[src/serial_pkg.sv]
package serial_pkg;

  // ---------------------------------------------------------------
  // Geometry
  // ---------------------------------------------------------------
  localparam int ADDR_W   = 16;
  localparam int DATA_W   = 8;
  localparam int NUM_CH   = 2;
  localparam int CH_SHIFT = 4;

  // ---------------------------------------------------------------
  // Register offsets
  // ---------------------------------------------------------------
  localparam logic [ADDR_W-1:0] A_PRIO  = 16'hff21;
  localparam logic [ADDR_W-1:0] A_EN    = 16'hff24;
  localparam logic [ADDR_W-1:0] A_FLAG  = 16'hff27;
  localparam logic [ADDR_W-1:0] A_MODE0 = 16'hff48;
  localparam logic [ADDR_W-1:0] A_CTRL0 = 16'hff49;
  localparam logic [ADDR_W-1:0] A_IR0   = 16'hff4b;
  localparam logic [ADDR_W-1:0] A_MODE1 = 16'hff4c;
  localparam logic [ADDR_W-1:0] A_CTRL1 = 16'hff4d;
  localparam logic [ADDR_W-1:0] A_IR1   = 16'hff4f;

  // ---------------------------------------------------------------
  // Field positions
  // ---------------------------------------------------------------
  localparam int B_TXEN     = 0;
  localparam int B_TXTRG    = 1;
  localparam int B_RXEN     = 2;
  localparam int B_RXTRG    = 3;
  localparam int B_OER      = 4;
  localparam int B_PER      = 5;
  localparam int B_FER      = 6;
  localparam int B_IR_MODE  = 4;
  localparam int B_IR_IINV  = 6;
  localparam int B_IR_OINV  = 7;
  localparam int B_SYNC     = 0;
  localparam int B_ODD      = 5;
  localparam int B_PAR_EN   = 6;
  localparam int B_EV_TX    = 0;
  localparam int B_EV_RX    = 1;
  localparam int B_EV_ERR   = 2;
  localparam int PRIO_W     = 2;

  // ---------------------------------------------------------------
  // Reset values
  // ---------------------------------------------------------------
  localparam logic [DATA_W-1:0] RST_RDATA = 8'h00;
  localparam logic [2:0]        RST_EV    = 3'h0;
  localparam logic [PRIO_W-1:0] RST_PRIO  = 2'h0;
  localparam logic              RST_BIT   = 1'b0;
  localparam logic              LINE_IDLE = 1'b1;

endpackage

[src/irda_line.sv]
`timescale 1ns/100ps
module irda_line (
  input  wire logic clk,
  input  wire logic rst,
  input  wire logic ir_mode,
  input  wire logic out_inv,
  input  wire logic in_inv,
  input  wire logic tx_bit,
  input  wire logic tx_pulse,
  input  wire logic pin_in,
  output logic      pin_out,
  output logic      rx_bit
);
  import serial_pkg::*;

  typedef struct packed {
    logic pin_out;
    logic rx_bit;
  } line_s;

  line_s q;
  line_s d;

  // ---------------------------------------------------------------
  // Line encoding
  // ---------------------------------------------------------------
  always_comb begin
    d = q;
    if (ir_mode) begin
      d.pin_out = out_inv ? tx_pulse : ~tx_pulse;
      d.rx_bit  = in_inv ? ~pin_in : pin_in;
    end else begin
      d.pin_out = tx_bit;
      d.rx_bit  = pin_in;
    end
  end

  always_ff @(posedge clk) begin
    if (rst) begin
      q.pin_out <= LINE_IDLE;
      q.rx_bit  <= LINE_IDLE;
    end else begin
      q <= d;
    end
  end

  assign pin_out = q.pin_out;
  assign rx_bit  = q.rx_bit;

endmodule

[src/serial_error_irda_interrupt.sv]
// How it works
// Async mode with parity on: bad received parity sets the parity error flag.
// Writing one clears the parity error flag; zero leaves it.
// Parity and framing errors are zero at reset and while receive is disabled.
// Async reception with a zero stop bit sets the framing error flag.
// Writing one clears the framing error flag; zero does nothing.
// Per-channel bit picks infrared pulses or plain line; resets zero, readable.
// Output inversion: zero bits high pulses, idle low; else low pulses, idle high.
// Input inversion: high pulse is zero; else low pulse is zero; resets zero.
// Two-bit priority per channel: 3, 2, 1 levels, 00 means none.
// Three readable enables per channel, bits 0-2 and 4-6, reset disabled.
// Factor flags set regardless of enable and priority.
// Transmit-done flag sets when the shifter finishes sending.
// Receive-done flag sets when the character reaches the receive buffer.
// Receive-error flag sets on parity, framing or overrun error.
// Request only when flag, enable set and priority above CPU mask.
// Factor flags clear on one, ignore zero, reset to zero.
// Software changes mode only with both enables zero.
// Software never retriggers a busy operation and disables before sleep.
// Clock-synchronous mode is half duplex; software never overlaps directions.
// Error flag rises half a serial clock before the receive-done flag.
// Overrun sets no receive-done flag and no receive-done request.
// Software starts the oscillator and waits before any transfer.
// Async: completion before the receive trigger acknowledge flags overrun.
// Parity on: received MSB is checked parity; transmit gets parity appended.
// Two identical independent channels.
//
// The address-and-strobe port was left to the implementer.
`timescale 1ns/100ps
module serial_error_irda_interrupt (
  input  wire logic                          clk,
  input  wire logic                          rst,
  input  wire logic [serial_pkg::ADDR_W-1:0] reg_addr,
  input  wire logic [serial_pkg::DATA_W-1:0] reg_wdata,
  input  wire logic                          reg_wr,
  input  wire logic                          reg_rd,
  output logic      [serial_pkg::DATA_W-1:0] reg_rdata,
  input  wire logic [serial_pkg::PRIO_W-1:0] cpu_irq_mask,
  input  wire logic [1:0]                    rx_char_done,
  input  wire logic [7:0]                    rx_char_0,
  input  wire logic [7:0]                    rx_char_1,
  input  wire logic [1:0]                    rx_stop_bit,
  input  wire logic [1:0]                    serial_half_tick,
  input  wire logic [1:0]                    tx_shift_done,
  input  wire logic [7:0]                    tx_char_0,
  input  wire logic [7:0]                    tx_char_1,
  input  wire logic [1:0]                    tx_serial_bit,
  input  wire logic [1:0]                    tx_ir_pulse,
  input  wire logic [1:0]                    rx_line_pin,
  output logic      [1:0]                    serial_output_pin,
  output logic      [1:0]                    rx_line_bit,
  output logic      [1:0]                    tx_parity_bit,
  output logic      [1:0]                    tx_start,
  output logic      [1:0]                    rx_start,
  output logic      [1:0]                    transmit_enable_bit,
  output logic      [1:0]                    receive_enable_bit,
  output logic      [1:0]                    clock_sync_mode,
  output logic                               irq_request,
  output logic      [serial_pkg::PRIO_W-1:0] irq_level
);
  import serial_pkg::*;

  // ---------------------------------------------------------------
  // State
  // ---------------------------------------------------------------
  typedef struct packed {
    logic              txen;
    logic              txtrg;
    logic              rxen;
    logic              rxtrg;
    logic              oer;
    logic              per;
    logic              fer;
    logic              ir_mode;
    logic              ir_in_inv;
    logic              ir_out_inv;
    logic              sync_mode;
    logic              odd;
    logic              par_en;
    logic              buf_full;
    logic              done_pending;
    logic [2:0]        en;
    logic [2:0]        flag;
    logic [PRIO_W-1:0] prio;
    logic              tx_start;
    logic              rx_start;
    logic              tx_par;
  } ch_s;

  typedef struct packed {
    ch_s [NUM_CH-1:0]  ch;
    logic [DATA_W-1:0] rdata;
    logic              irq;
    logic [PRIO_W-1:0] level;
  } top_s;

  top_s q;
  top_s d;

  logic [7:0] rx_char [NUM_CH];
  logic [7:0] tx_char [NUM_CH];

  assign rx_char[0] = rx_char_0;
  assign rx_char[1] = rx_char_1;
  assign tx_char[0] = tx_char_0;
  assign tx_char[1] = tx_char_1;

  // ---------------------------------------------------------------
  // Next state
  // ---------------------------------------------------------------
  always_comb begin
    logic [ADDR_W-1:0] a_ctrl;
    logic [ADDR_W-1:0] a_ir;
    logic [ADDR_W-1:0] a_mode;
    logic [2:0]        wr_ev;
    logic              bad_par;
    logic              req;
    logic [PRIO_W-1:0] best;
    logic              busy_rx;
    logic              busy_tx;
    a_ctrl  = A_CTRL0;
    a_ir    = A_IR0;
    a_mode  = A_MODE0;
    wr_ev   = RST_EV;
    bad_par = 1'b0;
    req     = 1'b0;
    best    = RST_PRIO;
    busy_rx = 1'b0;
    busy_tx = 1'b0;
    d       = q;
    for (int i = 0; i < NUM_CH; i++) begin
      a_ctrl = (i == 0) ? A_CTRL0 : A_CTRL1;
      a_ir   = (i == 0) ? A_IR0 : A_IR1;
      a_mode = (i == 0) ? A_MODE0 : A_MODE1;
      d.ch[i].tx_start = 1'b0;
      d.ch[i].rx_start = 1'b0;
      d.ch[i].tx_par   = (^tx_char[i]) ^ q.ch[i].odd;
      busy_rx          = q.ch[i].sync_mode && q.ch[i].rxtrg;
      busy_tx          = q.ch[i].sync_mode && q.ch[i].txtrg;

      // Software writes
      if (reg_wr) begin
        if (reg_addr == a_ctrl) begin
          d.ch[i].txen = reg_wdata[B_TXEN];
          d.ch[i].rxen = reg_wdata[B_RXEN];
          if (reg_wdata[B_TXTRG] && reg_wdata[B_TXEN] && !busy_rx) begin
            d.ch[i].txtrg    = 1'b1;
            d.ch[i].tx_start = 1'b1;
          end
          if (reg_wdata[B_RXTRG] && reg_wdata[B_RXEN] && !busy_tx) begin
            d.ch[i].rxtrg    = 1'b1;
            d.ch[i].rx_start = 1'b1;
            d.ch[i].buf_full = 1'b0;
          end
          if (reg_wdata[B_OER]) begin
            d.ch[i].oer = 1'b0;
          end
          if (reg_wdata[B_PER]) begin
            d.ch[i].per = 1'b0;
          end
          if (reg_wdata[B_FER]) begin
            d.ch[i].fer = 1'b0;
          end
        end else if (reg_addr == a_ir) begin
          d.ch[i].ir_mode    = reg_wdata[B_IR_MODE];
          d.ch[i].ir_in_inv  = reg_wdata[B_IR_IINV];
          d.ch[i].ir_out_inv = reg_wdata[B_IR_OINV];
        end else if (reg_addr == a_mode) begin
          d.ch[i].sync_mode = reg_wdata[B_SYNC];
          d.ch[i].odd       = reg_wdata[B_ODD];
          d.ch[i].par_en    = reg_wdata[B_PAR_EN];
        end else if (reg_addr == A_EN) begin
          d.ch[i].en = reg_wdata[i*CH_SHIFT +: 3];
        end else if (reg_addr == A_FLAG) begin
          wr_ev = reg_wdata[i*CH_SHIFT +: 3];
          d.ch[i].flag = q.ch[i].flag & ~wr_ev;
        end else if (reg_addr == A_PRIO) begin
          d.ch[i].prio = reg_wdata[i*PRIO_W +: PRIO_W];
        end
      end

      // Hardware events, set wins over a clear in the same cycle
      if (tx_shift_done[i] && q.ch[i].txen) begin
        d.ch[i].txtrg = 1'b0;
        d.ch[i].flag[B_EV_TX] = 1'b1;
      end
      if (rx_char_done[i] && q.ch[i].rxen) begin
        if (q.ch[i].sync_mode) begin
          d.ch[i].rxtrg        = 1'b0;
          d.ch[i].done_pending = 1'b1;
        end else if (q.ch[i].buf_full) begin
          d.ch[i].oer = 1'b1;
          d.ch[i].flag[B_EV_ERR] = 1'b1;
        end else begin
          bad_par = (^rx_char[i]) ^ q.ch[i].odd;
          if (q.ch[i].par_en && bad_par) begin
            d.ch[i].per = 1'b1;
            d.ch[i].flag[B_EV_ERR] = 1'b1;
          end
          if (!rx_stop_bit[i]) begin
            d.ch[i].fer = 1'b1;
            d.ch[i].flag[B_EV_ERR] = 1'b1;
          end
          d.ch[i].buf_full     = 1'b1;
          d.ch[i].done_pending = 1'b1;
        end
      end
      if (serial_half_tick[i] && q.ch[i].done_pending) begin
        d.ch[i].done_pending = 1'b0;
        d.ch[i].flag[B_EV_RX] = 1'b1;
      end

      // Receive disable forces the error state clear
      if (!d.ch[i].rxen) begin
        d.ch[i].oer          = 1'b0;
        d.ch[i].per          = 1'b0;
        d.ch[i].fer          = 1'b0;
        d.ch[i].rxtrg        = 1'b0;
        d.ch[i].buf_full     = 1'b0;
        d.ch[i].done_pending = 1'b0;
      end
      if (!d.ch[i].txen) begin
        d.ch[i].txtrg = 1'b0;
      end

      // Interrupt request
      if ((|(q.ch[i].flag & q.ch[i].en)) && (q.ch[i].prio > cpu_irq_mask)) begin
        req = 1'b1;
        if (q.ch[i].prio > best) begin
          best = q.ch[i].prio;
        end
      end
    end
    d.irq   = req;
    d.level = best;

    // Read data
    if (!reg_rd) begin
      d.rdata = RST_RDATA;
    end else if (reg_addr == A_PRIO) begin
      d.rdata = {4'h0, q.ch[1].prio, q.ch[0].prio};
    end else if (reg_addr == A_EN) begin
      d.rdata = {1'b0, q.ch[1].en, 1'b0, q.ch[0].en};
    end else if (reg_addr == A_FLAG) begin
      d.rdata = {1'b0, q.ch[1].flag, 1'b0, q.ch[0].flag};
    end else if (reg_addr == A_CTRL0 || reg_addr == A_CTRL1) begin
      d.rdata = (reg_addr == A_CTRL0)
              ? {1'b0, q.ch[0].fer, q.ch[0].per, q.ch[0].oer,
                 q.ch[0].rxtrg, q.ch[0].rxen, q.ch[0].txtrg, q.ch[0].txen}
              : {1'b0, q.ch[1].fer, q.ch[1].per, q.ch[1].oer,
                 q.ch[1].rxtrg, q.ch[1].rxen, q.ch[1].txtrg, q.ch[1].txen};
    end else if (reg_addr == A_IR0) begin
      d.rdata = {q.ch[0].ir_out_inv, q.ch[0].ir_in_inv, 1'b0, q.ch[0].ir_mode, 4'h0};
    end else if (reg_addr == A_IR1) begin
      d.rdata = {q.ch[1].ir_out_inv, q.ch[1].ir_in_inv, 1'b0, q.ch[1].ir_mode, 4'h0};
    end else if (reg_addr == A_MODE0) begin
      d.rdata = {1'b0, q.ch[0].par_en, q.ch[0].odd, 4'h0, q.ch[0].sync_mode};
    end else if (reg_addr == A_MODE1) begin
      d.rdata = {1'b0, q.ch[1].par_en, q.ch[1].odd, 4'h0, q.ch[1].sync_mode};
    end else begin
      d.rdata = RST_RDATA;
    end
  end

  // ---------------------------------------------------------------
  // Registers
  // ---------------------------------------------------------------
  always_ff @(posedge clk) begin
    if (rst) begin
      q <= '0;
    end else begin
      q <= d;
    end
  end

  // ---------------------------------------------------------------
  // Line stages and outputs
  // ---------------------------------------------------------------
  for (genvar g = 0; g < NUM_CH; g++) begin : g_line
    irda_line u_line (
      .clk      (clk),
      .rst      (rst),
      .ir_mode  (q.ch[g].ir_mode),
      .out_inv  (q.ch[g].ir_out_inv),
      .in_inv   (q.ch[g].ir_in_inv),
      .tx_bit   (tx_serial_bit[g]),
      .tx_pulse (tx_ir_pulse[g]),
      .pin_in   (rx_line_pin[g]),
      .pin_out  (serial_output_pin[g]),
      .rx_bit   (rx_line_bit[g])
    );
    assign tx_parity_bit[g]       = q.ch[g].tx_par;
    assign tx_start[g]            = q.ch[g].tx_start;
    assign rx_start[g]            = q.ch[g].rx_start;
    assign transmit_enable_bit[g] = q.ch[g].txen;
    assign receive_enable_bit[g]  = q.ch[g].rxen;
    assign clock_sync_mode[g]     = q.ch[g].sync_mode;
  end

  assign reg_rdata   = q.rdata;
  assign irq_request = q.irq;
  assign irq_level   = q.level;

endmodule

[config.mk]
export PLATFORM = sky130hd
export DESIGN_NAME = serial_error_irda_interrupt
export DESIGN_NICKNAME = d
export VERILOG_FILES = /design/src/serial_pkg.sv /design/src/irda_line.sv /design/src/serial_error_irda_interrupt.sv
export SDC_FILE = /design/constraint.sdc
export NUM_CORES = 1
export LEC_CHECK = 0
export BUFFER_PORTS_ARGS = -buffer_cell sky130_fd_sc_hd__buf_2
export CELL_PAD_IN_SITES_DETAIL_PLACEMENT = 0
export CELL_PAD_IN_SITES_GLOBAL_PLACEMENT = 1
export CORE_AREA = 2 2 98 100
export DETAILED_ROUTE_END_ITERATION = 16
export DIE_AREA = 0 0 100 102
export PLACE_DENSITY = 0.86
export SYNTH_ARGS = -nofsm -noshare
export SYNTH_HDL_FRONTEND = slang
export SYNTH_SLANG_ARGS = --single-unit
[constraint.sdc]
create_clock -name clk -period 3.4 [get_ports clk]
set_input_delay 0.68 -clock clk [delete_from_list [all_inputs] [get_ports clk]]
set_output_delay 0.68 -clock clk [all_outputs]
set_load 0.005 [all_outputs]
== Word level (Yosys, flattened, before mapping) ==
Index checks and enable logic that the tools add are counted.

* Input port bits: 76
* Register bits: 67
* Logic and storage cells: 285
* Output and inout port bits: 27

* Multiplexer cells: 105
* $lt $le $gt $ge: 4
* Reductions and logical operators: 66
* Equal/unequal tests: 27
* Bitwise operators: 28

{| class="wikitable"
|+ Operator list
! kind !! count
|-
| 16-bit == test, second input constant || 9
|-
| 7-bit 2-to-1 mux || 9
|-
| 1-bit 2-to-1 mux || 50
|-
| 5-bit 2-to-1 mux || 8
|-
| 2-bit 2-to-1 mux || 18
|-
| 8-bit XOR reduction || 4
|-
| 3-bit 2-to-1 mux || 10
|-
| 14-bit 2-to-1 mux || 2
|-
| 3-bit OR reduction || 9
|-
| 8-bit 2-to-1 mux || 3
|-
| 6-bit AND reduction || 4
|-
| 1-bit logical AND || 20
|-
| 2-bit inequality test, second input constant || 10
|-
| 1-bit NOT || 18
|-
| 2-bit by 1-bit inequality test with 1-bit output, second input constant || 8
|-
| 2-bit nonzero test || 8
|-
| 7-bit AND reduction || 2
|-
| 3-bit AND || 4
|-
| 4-bit 2-to-1 mux || 3
|-
| 6-bit 2-to-1 mux || 2
|-
| 3-bit AND reduction || 4
|-
| 5-bit AND reduction || 2
|-
| 4-bit AND reduction || 2
|-
| 2-bit greater-than comparator || 3
|-
| 8 further kinds || 18
|}

== Longest topological paths before layout ==
Gate-level depths: netlist of run 1.

* Word-level depth: 13
* Mapped depth: 11
* Depth with buffers taken out: 11

== Modules after synthesis ==
Synthesis of run 1 repeated with hierarchy kept, for this count alone.

* Cell total of the unflattened synthesis: 426
* Area, all modules: 3,844.9 µm²

{| class="wikitable"
|+ Modules (own cells, without submodules)
! module !! area each (µm²) !! sequential area each (µm²) !! times used !! cells an instance
|-
| serial_error_irda_interrupt || 3,679.8 || 1,261.2 || 1 || 410
|-
| irda_line || 82.6 || 40.0 || 2 || 8
|}

== Worst setup path before layout of run 1 ==
OpenSTA, ideal clock, no wires.

* Kind: in2reg
* From: input port reg_addr[6] (netlist bit)
* To: register q[21] (netlist bit)
* Library setup time: 0.128 ns
* Path slack: 1.038 ns
* Buffers on the path: 0
* Cell stages on the path: 5
* Arrival time: 2.235 ns
* Required time: 3.272 ns
* Path through: or4b_2 nor2_1 nand4_1 mux2i_1 nor2_1

* Cells in the longest elaborated chain, start to end: 3
* Elaborated cells on any way between the ends: 8
* Classes of those cells: eq/ne: 4; bitwise: 3; reduce/logical: 1

{| class="wikitable"
|+ Ends and longest elaborated chain
! item !! line !! RTL
|-
| start: declaration || serial_error_irda_interrupt.sv:33 || <nowiki>input wire logic [serial_pkg::ADDR_W-1:0] reg_addr,</nowiki>
|-
| 16-bit == test, on equally long branches || serial_error_irda_interrupt.sv:168, serial_error_irda_interrupt.sv:143, serial_error_irda_interrupt.sv:164 ||
|-
| 1-bit NOT (no line) || -- ||
|-
| 5-bit AND reduction (no line) (*) || -- ||
|-
| end signal: assignment || serial_error_irda_interrupt.sv:270 || <nowiki>q <= '0;</nowiki>
|-
| end signal: assignment || serial_error_irda_interrupt.sv:272 || <nowiki>q <= d;</nowiki>
|-
| end: declaration || serial_error_irda_interrupt.sv:97 || <nowiki>top_s q;</nowiki>
|}

Mark *: on every way between the ends. The rest lies on a longest branch, timed or not.
A chain may end at the register's enable or synchronous reset.

== Worst setup path after layout of run 1 ==
* From: input port reg_addr[7] (netlist bit)
* To: register q[33] (netlist bit)

* Cells in the longest elaborated chain, start to end: 5
* Elaborated cells on any way between the ends: 7
* Classes of those cells: eq/ne: 1; mux: 4; bitwise: 1; reduce/logical: 1

{| class="wikitable"
|+ Ends and longest elaborated chain
! item !! line !! RTL
|-
| 16-bit == test (*) || serial_error_irda_interrupt.sv:143 || <nowiki>if (reg_addr == a_ctrl) begin</nowiki>
|-
| 7-bit 2-to-1 mux (*) || serial_error_irda_interrupt.sv:143 ||
|-
| 14-bit 2-to-1 mux (*) || serial_error_irda_interrupt.sv:142 || <nowiki>if (reg_wr) begin</nowiki>
|-
| 1-bit 2-to-1 mux / 1-bit NOT (equally long branches) || -- ||
|-
| 4-bit 2-to-1 mux / 2-bit OR reduction (equally long branches) || -- ||
|}

Marks and branches as above.

==> impl_metrics.prom, run 1 <==
# TYPE chip_impl_metric gauge
chip_impl_info{name="critical_path_class",value="input port to register"} 1
chip_impl_metric{name="dr_total_vias",unit=""} 3315
chip_impl_metric{name="ys_ff_latch",unit=""} 67
chip_impl_metric{name="hold_depth",unit=""} 2
chip_impl_metric{name="design_power_total",unit="mW"} 1.57
chip_impl_metric{name="detail-route-antenna-nets",unit=""} 0
chip_impl_metric{name="first_iter_violations",unit=""} 192
chip_impl_info{name="tritoncts",value="built"} 1
chip_impl_metric{name="initial_core_util",unit="%"} 40.1
chip_impl_metric{name="placeableCoreArea",unit="sq mm"} 0.00911
chip_impl_metric{name="final_hold_viol_count",unit=""} 0
chip_impl_info{name="holdPathEnd",value="q[14]$_SDFFE_PP0P_"} 1
chip_impl_info{name="worstReg2RegEnd",value="irq_level[0]$_SDFF_PP0_"} 1
chip_impl_metric{name="cts.repair_timing.setup_buffer_count",unit=""} 0
chip_impl_metric{name="power.leakage",unit="nW"} 1.78
chip_impl_metric{name="finalWorstPathRequiredPeriod",unit="ns"} 2.41
chip_impl_metric{name="yosys-mux-area-fraction",unit="%"} 7.99
chip_impl_metric{name="finalWeightedCongestion",unit=""} 0.932
chip_impl_metric{name="finClkSkew",unit="ns"} 0.00655
chip_impl_metric{name="final_net_count",unit=""} 590
chip_impl_info{name="mostFrequentLayoutCell",value="sky130_fd_sc_hd__buf_2"} 1
chip_impl_metric{name="synthesis.area_per_instance",unit="sq um"} 8.41
chip_impl_metric{name="die_y",unit="um"} 102
chip_impl_metric{name="final_critical_path_setup_slack",unit="ns"} 0.986
chip_impl_metric{name="finalCritPeriodShare",unit="%"} 71.0
chip_impl_metric{name="synth_cells",unit=""} 434
chip_impl_metric{name="power_density",unit="mW/mm^2"} 372
chip_impl_metric{name="drt-pass1-iter-count",unit=""} 5
chip_impl_metric{name="floorplan.rows",unit=""} 35
chip_impl_metric{name="inserted_clock_buffers",unit=""} 9
chip_impl_metric{name="synthToLayoutAreaGrowth",unit="%"} 15.6
chip_impl_info{name="synth_top_flop_cell",value="sky130_fd_sc_hd__dfxtp_1"} 1
chip_impl_metric{name="layout-drive-gt1-share",unit="%"} 24.5
chip_impl_metric{name="routed_wirelength",unit="um"} 9910
chip_impl_metric{name="final.setup.tns",unit="ns"} 0
chip_impl_metric{name="cts_num_sinks",unit=""} 67
chip_impl_metric{name="grt_pass1_wl",unit="um"} 15500
chip_impl_metric{name="maxSlewViolCount",unit=""} 0
chip_impl_metric{name="post_synth_num_cell_types",unit=""} 50
chip_impl_metric{name="fmaxAchievable",unit="GHz"} 0.414
chip_impl_metric{name="port_buffers",unit=""} 102
chip_impl_metric{name="final_cells",unit=""} 621
chip_impl_metric{name="htreeDepth",unit=""} 3
chip_impl_metric{name="ctsResizeCount",unit=""} 0
chip_impl_info{name="worst_setup_path_start_kind",value="input port"} 1
chip_impl_metric{name="cts_hold_buf",unit=""} 0
chip_impl_metric{name="post-place-cells",unit=""} 607
chip_impl_metric{name="synth_adder_area_share",unit="%"} 2.40
chip_impl_info{name="min-delay-start",value="q[14]$_SDFFE_PP0P_"} 1
chip_impl_metric{name="critical_path_arrival",unit="ns"} 2.67
chip_impl_info{name="layout_common_cells",value="102 x sky130_fd_sc_hd__buf_2, 67 x sky130_fd_sc_hd__dfxtp_1, 55 x sky130_fd_sc_hd__nor2_1, 35 x sky130_fd_sc_hd__nand2_1, 33 x sky130_fd_sc_hd__a21oi_1"} 1
chip_impl_metric{name="max_slew_margin",unit="%"} 42.9
chip_impl_metric{name="initial_antenna_violation_count",unit=""} 0
chip_impl_metric{name="max_slew.worst_pin.slew",unit="ns"} 0.857
chip_impl_info{name="grt_setup_unrepaired",value="no"} 1
chip_impl_metric{name="antenna_cells_inserted",unit=""} 0
chip_impl_metric{name="die_width",unit="um"} 100
chip_impl_metric{name="maxCapViolations",unit=""} 0
chip_impl_metric{name="clock_latency",unit="ns"} 0.34
chip_impl_metric{name="yosysWarningCount",unit=""} 0
chip_impl_info{name="r2r_start",value="q[14]$_SDFFE_PP0P_"} 1
chip_impl_metric{name="post_synth_and_or_nand_nor_area_fraction",unit="%"} 21.7
chip_impl_metric{name="grt_max_degree",unit=""} 49
chip_impl_metric{name="async_flop_share",unit="%"} 0
chip_impl_metric{name="synthesis.nets",unit=""} 517
chip_impl_metric{name="yosys.area_share.xor_xnor",unit="%"} 8.68
chip_impl_metric{name="seq_total_area_yosys",unit="%"} 36.8
chip_impl_info{name="min_path_type",value="register to register"} 1
chip_impl_metric{name="die_area",unit="sq mm"} 0.0102
chip_impl_metric{name="clk_transition_reported_paths",unit="ns"} 0.07
chip_impl_metric{name="routed_wire_per_std_cell",unit="um"} 16.0
chip_impl_metric{name="grt-ovfl-total",unit=""} 0
chip_impl_metric{name="avgViaCountPerCell",unit=""} 5.34
chip_impl_metric{name="post-route-drc-count",unit=""} 0
chip_impl_info{name="kind_of_end_point_of_the_critical_path",value="register"} 1
chip_impl_metric{name="hpwl",unit="um"} 7610
chip_impl_info{name="status",value="complete, no violations"} 1
chip_impl_metric{name="r2r_slack",unit="ns"} 1.21
chip_impl_metric{name="synth_edf_count",unit=""} 0
chip_impl_metric{name="setup_viol_count_final",unit=""} 0
chip_impl_metric{name="nFillCells",unit=""} 933
chip_impl_metric{name="grt_pass1_vias",unit=""} 3067
chip_impl_metric{name="grt.total_usage",unit="%"} 19.4
chip_impl_metric{name="synth-compound-area-share",unit="%"} 13.2
chip_impl_metric{name="synth.cell_area",unit="sq mm"} 0.00365
chip_impl_info{name="synth_top_family_by_area",value="simple AND/OR/NAND/NOR gates"} 1
chip_impl_metric{name="placement.setup.worst_slack",unit="ns"} 0.643
chip_impl_metric{name="clockBufferDepth",unit=""} 2
chip_impl_metric{name="timing.critical_path.required",unit="ns"} 3.66
chip_impl_metric{name="critPathMaxFanout",unit=""} 8
chip_impl_metric{name="worst_r2r_path_depth",unit=""} 9
chip_impl_info{name="clock_tree.root_cell",value="sky130_fd_sc_hd__clkbuf_8"} 1
chip_impl_metric{name="io_pins",unit=""} 103
chip_impl_metric{name="irDropWorstVdd",unit="uV"} 160
-- registers in the layout, indices dropped and copies added (netlist names) --
signal                 flops
rx_start                   2
irq_level                  2
irq_request                1
g_line.u_line.pin_out      2
transmit_enable_bit        2
receive_enable_bit         2
q                         40
g_line.u_line.rx_bit       2
tx_parity_bit              2
reg_rdata                  8
clock_sync_mode            2
tx_start                   2
-- critical path: stages --
cell                       delay (ns)
sky130_fd_sc_hd__buf_2           0.13
sky130_fd_sc_hd__or3b_4          0.42
sky130_fd_sc_hd__nor3b_4         0.31
sky130_fd_sc_hd__and4_1          0.45
sky130_fd_sc_hd__mux2i_1         0.11
sky130_fd_sc_hd__or2_1           0.30
sky130_fd_sc_hd__a311oi_1        0.26
-- cell type report --
| class | count | area, sq um | share of cell area, % |
|---|---|---|---|
| flip-flops and latches | 67 | 1340 | 31.8 |
| inverters | 16 | 60.1 | 1.42 |
| clock buffers | 12 | 155 | 3.68 |
| repair buffers | 106 | 541 | 12.8 |
| clock inverters | 2 | 12.5 | 0.297 |
| well taps | 111 | 139 | 3.29 |
| multi-input cells | 307 | 1970 | 46.7 |
-- cell usage after synthesis (all sizes together), types with 3 or more instances --
cell     instances  share of area [%]
nor3b            3               0.93
o22ai            5               0.86
nand2           35                3.6
inv             16                1.6
nand4            8                1.4
xor2             7                1.7
o21ai           12                1.6
and3             4               0.69
nor2            55                5.7
dfxtp           67                 37
buf             29                6.1
nor2b            9                1.5
mux2i           28                7.7
a21oi           33                4.5
ha               7                2.4
or2              3               0.51
a2111oi          3               0.72
clkbuf          15                1.5
a22oi            5                1.0
a211oi           4               0.82
and2             5               0.86
nand3b           3               0.62
nor3             6               0.82
nor4             7                1.2
nand2b           5               0.86
xnor2           24                5.8
nand3           11                1.5
-- layer usage --
metal / up-vias / wire length (um) / global-route usage [%]
li1: 1634 / - / -
met3: 18 / 512 / 3.35
met1: 1546 / 4450 / 25.7
met5: - / 0 / 0
met4: 0 / 168 / 6.53
met2: 117 / 4780 / 32.4
-- through the flow --
stage | instance area (sq um) | hold WS, ns | utilization (%)
2_1_floorplan | 3650 | 0.440 | -
3_3_place_gp | 4050 | 0.463 | 44.5
3_5_place_dp | 4050 | 0.475 | 44.5
4_1_cts | 4220 | 0.486 | 46.3
5_1_grt | 4220 | 0.518 | 46.3
6_report | 4220 | 0.484 | 46.3
-- worst max path at each step --
stage / startpoint / end / slack, ns / cells past startpoint
finish: reg_addr[7] / q[33]$_SDFF_PP0_ / 0.99 / 7
global route: reg_addr[7] / q[33]$_SDFF_PP0_ / 0.81 / 7
CTS: reg_addr[7] / q[33]$_SDFF_PP0_ / 1.00 / 7
detailed placement: reg_addr[6] / q[46]$_SDFFE_PP0P_ / 0.64 / 6
global placement: reg_addr[7] / q[33]$_SDFF_PP0_ / 0.69 / 7
floorplan: reg_addr[6] / q[21]$_SDFFE_PP0P_ / 1.04 / 5
-- power by group --
| part | leakage (nW) | switching [mW] | internal (mW) |
|---|---|---|---|
| combinational | 1.16 | 0.0932 | 0.0976 |
| sequential | 0.541 | 0.00154 | 0.793 |
| clock | 0.0843 | 0.289 | 0.295 |
| total | 1.78 | 0.383 | 1.19 |
-- cells by family (layout without fill, tap and decap cells) --
logic type      count (synthesis)  count (layout)
mux                            29              29
buf+inv                        60             136
xor+xnor                       33              33
flops                          67              67
fa+ha+maj                       7               7
simple gates                  160             160
compound gates                 78              78
Power figures use the tool's default switching activity.
==> inputs of run 2 (changes only) <==
--- a/config.mk
+++ b/config.mk
@@ -8,10 +8,10 @@
 export BUFFER_PORTS_ARGS = -buffer_cell sky130_fd_sc_hd__buf_2
 export CELL_PAD_IN_SITES_DETAIL_PLACEMENT = 0
 export CELL_PAD_IN_SITES_GLOBAL_PLACEMENT = 1
-export CORE_AREA = 2 2 98 100
+export CORE_AREA = 2 2 101 103
 export DETAILED_ROUTE_END_ITERATION = 16
-export DIE_AREA = 0 0 100 102
-export PLACE_DENSITY = 0.86
+export DIE_AREA = 0 0 103 105
+export PLACE_DENSITY = 0.82
 export SYNTH_ARGS = -nofsm -noshare
 export SYNTH_HDL_FRONTEND = slang
 export SYNTH_SLANG_ARGS = --single-unit
==> constraint.sdc (replaced) <==
create_clock -name clk -period 2.3 [get_ports clk]
set_input_delay 0.46 -clock clk [delete_from_list [all_inputs] [get_ports clk]]
set_output_delay 0.46 -clock clk [all_outputs]
set_load 0.005 [all_outputs]
==> impl_metrics.prom, run 2 (synthesis results as in run 1) <==
# TYPE chip_impl_metric gauge
chip_impl_info{name="critical_path_class",value="register to register"} 1
chip_impl_metric{name="grt_pass1_wl",unit="um"} 16000
chip_impl_metric{name="max_slew_margin",unit="%"} 63.6
chip_impl_info{name="min_path_type",value="input port to register"} 1
chip_impl_metric{name="layout-drive-gt1-share",unit="%"} 28.6
chip_impl_metric{name="grt-ovfl-total",unit=""} 0
chip_impl_metric{name="clock_latency",unit="ns"} 0.34
chip_impl_info{name="grt_setup_unrepaired",value="no"} 1
chip_impl_metric{name="largest_register_ffs",unit=""} 40
chip_impl_metric{name="total_switching_power",unit="uW"} 599
chip_impl_metric{name="initial_antenna_violation_count",unit=""} 0
chip_impl_metric{name="power.leakage",unit="nW"} 1.94
chip_impl_metric{name="setup_viol_count_final",unit=""} 0
chip_impl_metric{name="grt_pass1_vias",unit=""} 3237
chip_impl_metric{name="combinationalPowerShare",unit="%"} 10.9
chip_impl_info{name="worst_setup_path_start_kind",value="register"} 1
chip_impl_metric{name="placeableCoreArea",unit="sq mm"} 0.00964
chip_impl_metric{name="fmaxAchievable",unit="GHz"} 0.490
chip_impl_info{name="reg_with_most_ffs",value="q"} 1
chip_impl_metric{name="final_cells",unit=""} 671
chip_impl_metric{name="initial_core_util",unit="%"} 37.9
chip_impl_info{name="grt.busiest_layer",value="met2"} 1
chip_impl_metric{name="r2r_slack",unit="ns"} 0.26
chip_impl_metric{name="power_density",unit="mW/mm^2"} 585
chip_impl_metric{name="grt_use_met1",unit="%"} 25.3
chip_impl_metric{name="design_power_total",unit="mW"} 2.64
chip_impl_metric{name="detail-route-antenna-nets",unit=""} 0
chip_impl_metric{name="finalWeightedCongestion",unit=""} 0.975
chip_impl_metric{name="max_slew.worst_pin.slew",unit="ns"} 0.532
chip_impl_metric{name="synthToLayoutAreaGrowth",unit="%"} 23.8
chip_impl_metric{name="timing.critical_path.required",unit="ns"} 2.52
chip_impl_metric{name="floorplan.rows",unit=""} 36
chip_impl_metric{name="finalWorstPathRequiredPeriod",unit="ns"} 2.04
chip_impl_metric{name="worst_r2r_path_depth",unit=""} 8
chip_impl_info{name="holdPathEnd",value="q[59]$_SDFF_PP0_"} 1
chip_impl_metric{name="grt.total_usage",unit="%"} 19.1
chip_impl_metric{name="drt-pass1-iter-count",unit=""} 4
chip_impl_metric{name="port_buffers",unit=""} 102
chip_impl_metric{name="htreeDepth",unit=""} 3
chip_impl_info{name="layout_common_cells",value="102 x sky130_fd_sc_hd__buf_2, 67 x sky130_fd_sc_hd__dfxtp_1, 55 x sky130_fd_sc_hd__nor2_1, 35 x sky130_fd_sc_hd__nand2_1, 33 x sky130_fd_sc_hd__a21oi_1"} 1
chip_impl_metric{name="io_pins",unit=""} 103
chip_impl_metric{name="die_area",unit="sq mm"} 0.0108
chip_impl_info{name="r2r_start",value="q[20]$_SDFFE_PP0P_"} 1
chip_impl_info{name="tritoncts",value="built"} 1
chip_impl_info{name="clock_tree.root_cell",value="sky130_fd_sc_hd__clkbuf_8"} 1
chip_impl_metric{name="die_width",unit="um"} 103
chip_impl_metric{name="dr_total_vias",unit=""} 3362
chip_impl_metric{name="clockBufferDepth",unit=""} 2
chip_impl_metric{name="met3_usage",unit="%"} 2.41
chip_impl_metric{name="grt.met2_usage",unit="%"} 31.6
chip_impl_metric{name="internal_power_contribution",unit="mW"} 2.04
chip_impl_info{name="status",value="complete, no violations"} 1
chip_impl_info{name="worstReg2RegEnd",value="irq_level[0]$_SDFF_PP0_"} 1
chip_impl_metric{name="final_hold_viol_count",unit=""} 0
chip_impl_metric{name="avgViaCountPerCell",unit=""} 5.01
chip_impl_metric{name="final_net_count",unit=""} 616
chip_impl_metric{name="hpwl",unit="um"} 7740
chip_impl_metric{name="placement.setup.worst_slack",unit="ns"} -0.0790
chip_impl_info{name="kind_of_end_point_of_the_critical_path",value="register"} 1
chip_impl_metric{name="post-route-drc-count",unit=""} 0
chip_impl_metric{name="post-place-cells",unit=""} 655
chip_impl_metric{name="finish.utilization",unit="%"} 46.9
chip_impl_metric{name="inserted_clock_buffers",unit=""} 9
chip_impl_metric{name="die_y",unit="um"} 105
chip_impl_metric{name="irDropWorstVdd",unit="uV"} 338
chip_impl_metric{name="maxSlewViolCount",unit=""} 0
chip_impl_metric{name="critical_path_arrival",unit="ns"} 2.26
chip_impl_metric{name="clk_transition_reported_paths",unit="ns"} 0.08
chip_impl_metric{name="finClkSkew",unit="ns"} 0.0121
chip_impl_metric{name="antenna_cells_inserted",unit=""} 0
chip_impl_info{name="mostFrequentLayoutCell",value="sky130_fd_sc_hd__buf_2"} 1
chip_impl_metric{name="cts_hold_buf",unit=""} 0
chip_impl_info{name="min-delay-start",value="rx_char_done[1]"} 1
chip_impl_metric{name="cts_num_sinks",unit=""} 67
chip_impl_metric{name="routed_wire_per_std_cell",unit="um"} 15.0
chip_impl_metric{name="p_sw_share",unit="%"} 22.7
chip_impl_metric{name="first_iter_violations",unit=""} 151
chip_impl_metric{name="grt_max_degree",unit=""} 45
chip_impl_metric{name="critPathMaxFanout",unit=""} 3
chip_impl_metric{name="routed_wirelength",unit="um"} 10000
chip_impl_metric{name="hold_depth",unit=""} 2
chip_impl_metric{name="share_of_total_power_in_sequential_cells",unit="%"} 44.4
chip_impl_metric{name="clockPowerShare",unit="%"} 44.7
chip_impl_metric{name="maxCapViolations",unit=""} 0
chip_impl_metric{name="final_critical_path_setup_slack",unit="ns"} 0.257
chip_impl_metric{name="finalCritPeriodShare",unit="%"} 88.8
==> run 2: changes by cell type in the layout (fill, tap and decap cells not counted), sizes merged <==
cell,delta
bufinv,+3
clkinvlp,+1
buf,+26
clkbuf,-2
==> run 2: power by group through the flow <==
stage               sequential, mW  clock (mW)  combinational [mW]
floorplan                     1.20           0               0.178
global placement              1.20           0               0.284
detailed placement            1.20           0               0.290
CTS                           1.17        1.21               0.291
global route                  1.17        1.25               0.317
finish                        1.17        1.18               0.287
==> run 2: cell type report <==
type / instances / area [sq um]
Clock buffer: 10 / 128
Multi-Input combinational cell: 307 / 1970
Sequential cell: 67 / 1340
Clock inverter: 6 / 114
Fill cell: 990 / 5120
Tap cell: 133 / 166
Inverter: 16 / 60.1
Timing Repair Buffer: 132 / 736
==> run 2: per-stage QoR <==
stage	TNS, ns	hold WS, ns	instance area, sq um
detailed placement	-0.0790	0.469	4270
finish	0	0.328	4520
CTS	0	0.309	4510
floorplan	0	0.440	3650
global route	0	0.320	4520
global placement	0	0.456	4270
==> run 2: repair_timing <==
item                                    in CTS  in global routing
endpoints found under the setup margin       0                  1
resized for setup                            0                  1
buffers inserted                             0                  0
==> run 2: worst max-delay path by stage <==
stage                            start                 endpoint  cells after the start
global placement       cpu_irq_mask[1]  irq_level[0]$_SDFF_PP0_                     10
floorplan                  reg_addr[6]       q[21]$_SDFFE_PP0P_                      5
CTS                 q[15]$_SDFFE_PP0P_  irq_level[0]$_SDFF_PP0_                      8
detailed placement     cpu_irq_mask[1]  irq_level[0]$_SDFF_PP0_                     10
global route        q[15]$_SDFFE_PP0P_  irq_level[0]$_SDFF_PP0_                      9
finish              q[20]$_SDFFE_PP0P_  irq_level[0]$_SDFF_PP0_                      8
==> run 2: routing by layer <==
layer	up-vias	share of wire [%]
met5	-	0
met4	0	1.3
met3	12	4.5
met2	91	50
met1	1578	44
li1	1681	-
==> run 2: worst max-delay path: stages (launching register included) <==
cell and delay [ns]:
sky130_fd_sc_hd__dfxtp_1 0.33, sky130_fd_sc_hd__a222oi_1 0.49, sky130_fd_sc_hd__a211oi_2 0.11, sky130_fd_sc_hd__and2_1 0.21
sky130_fd_sc_hd__ha_1 0.27, sky130_fd_sc_hd__inv_1 0.03, sky130_fd_sc_hd__o221ai_1 0.21, sky130_fd_sc_hd__mux2i_1 0.20
sky130_fd_sc_hd__nor2_1 0.06
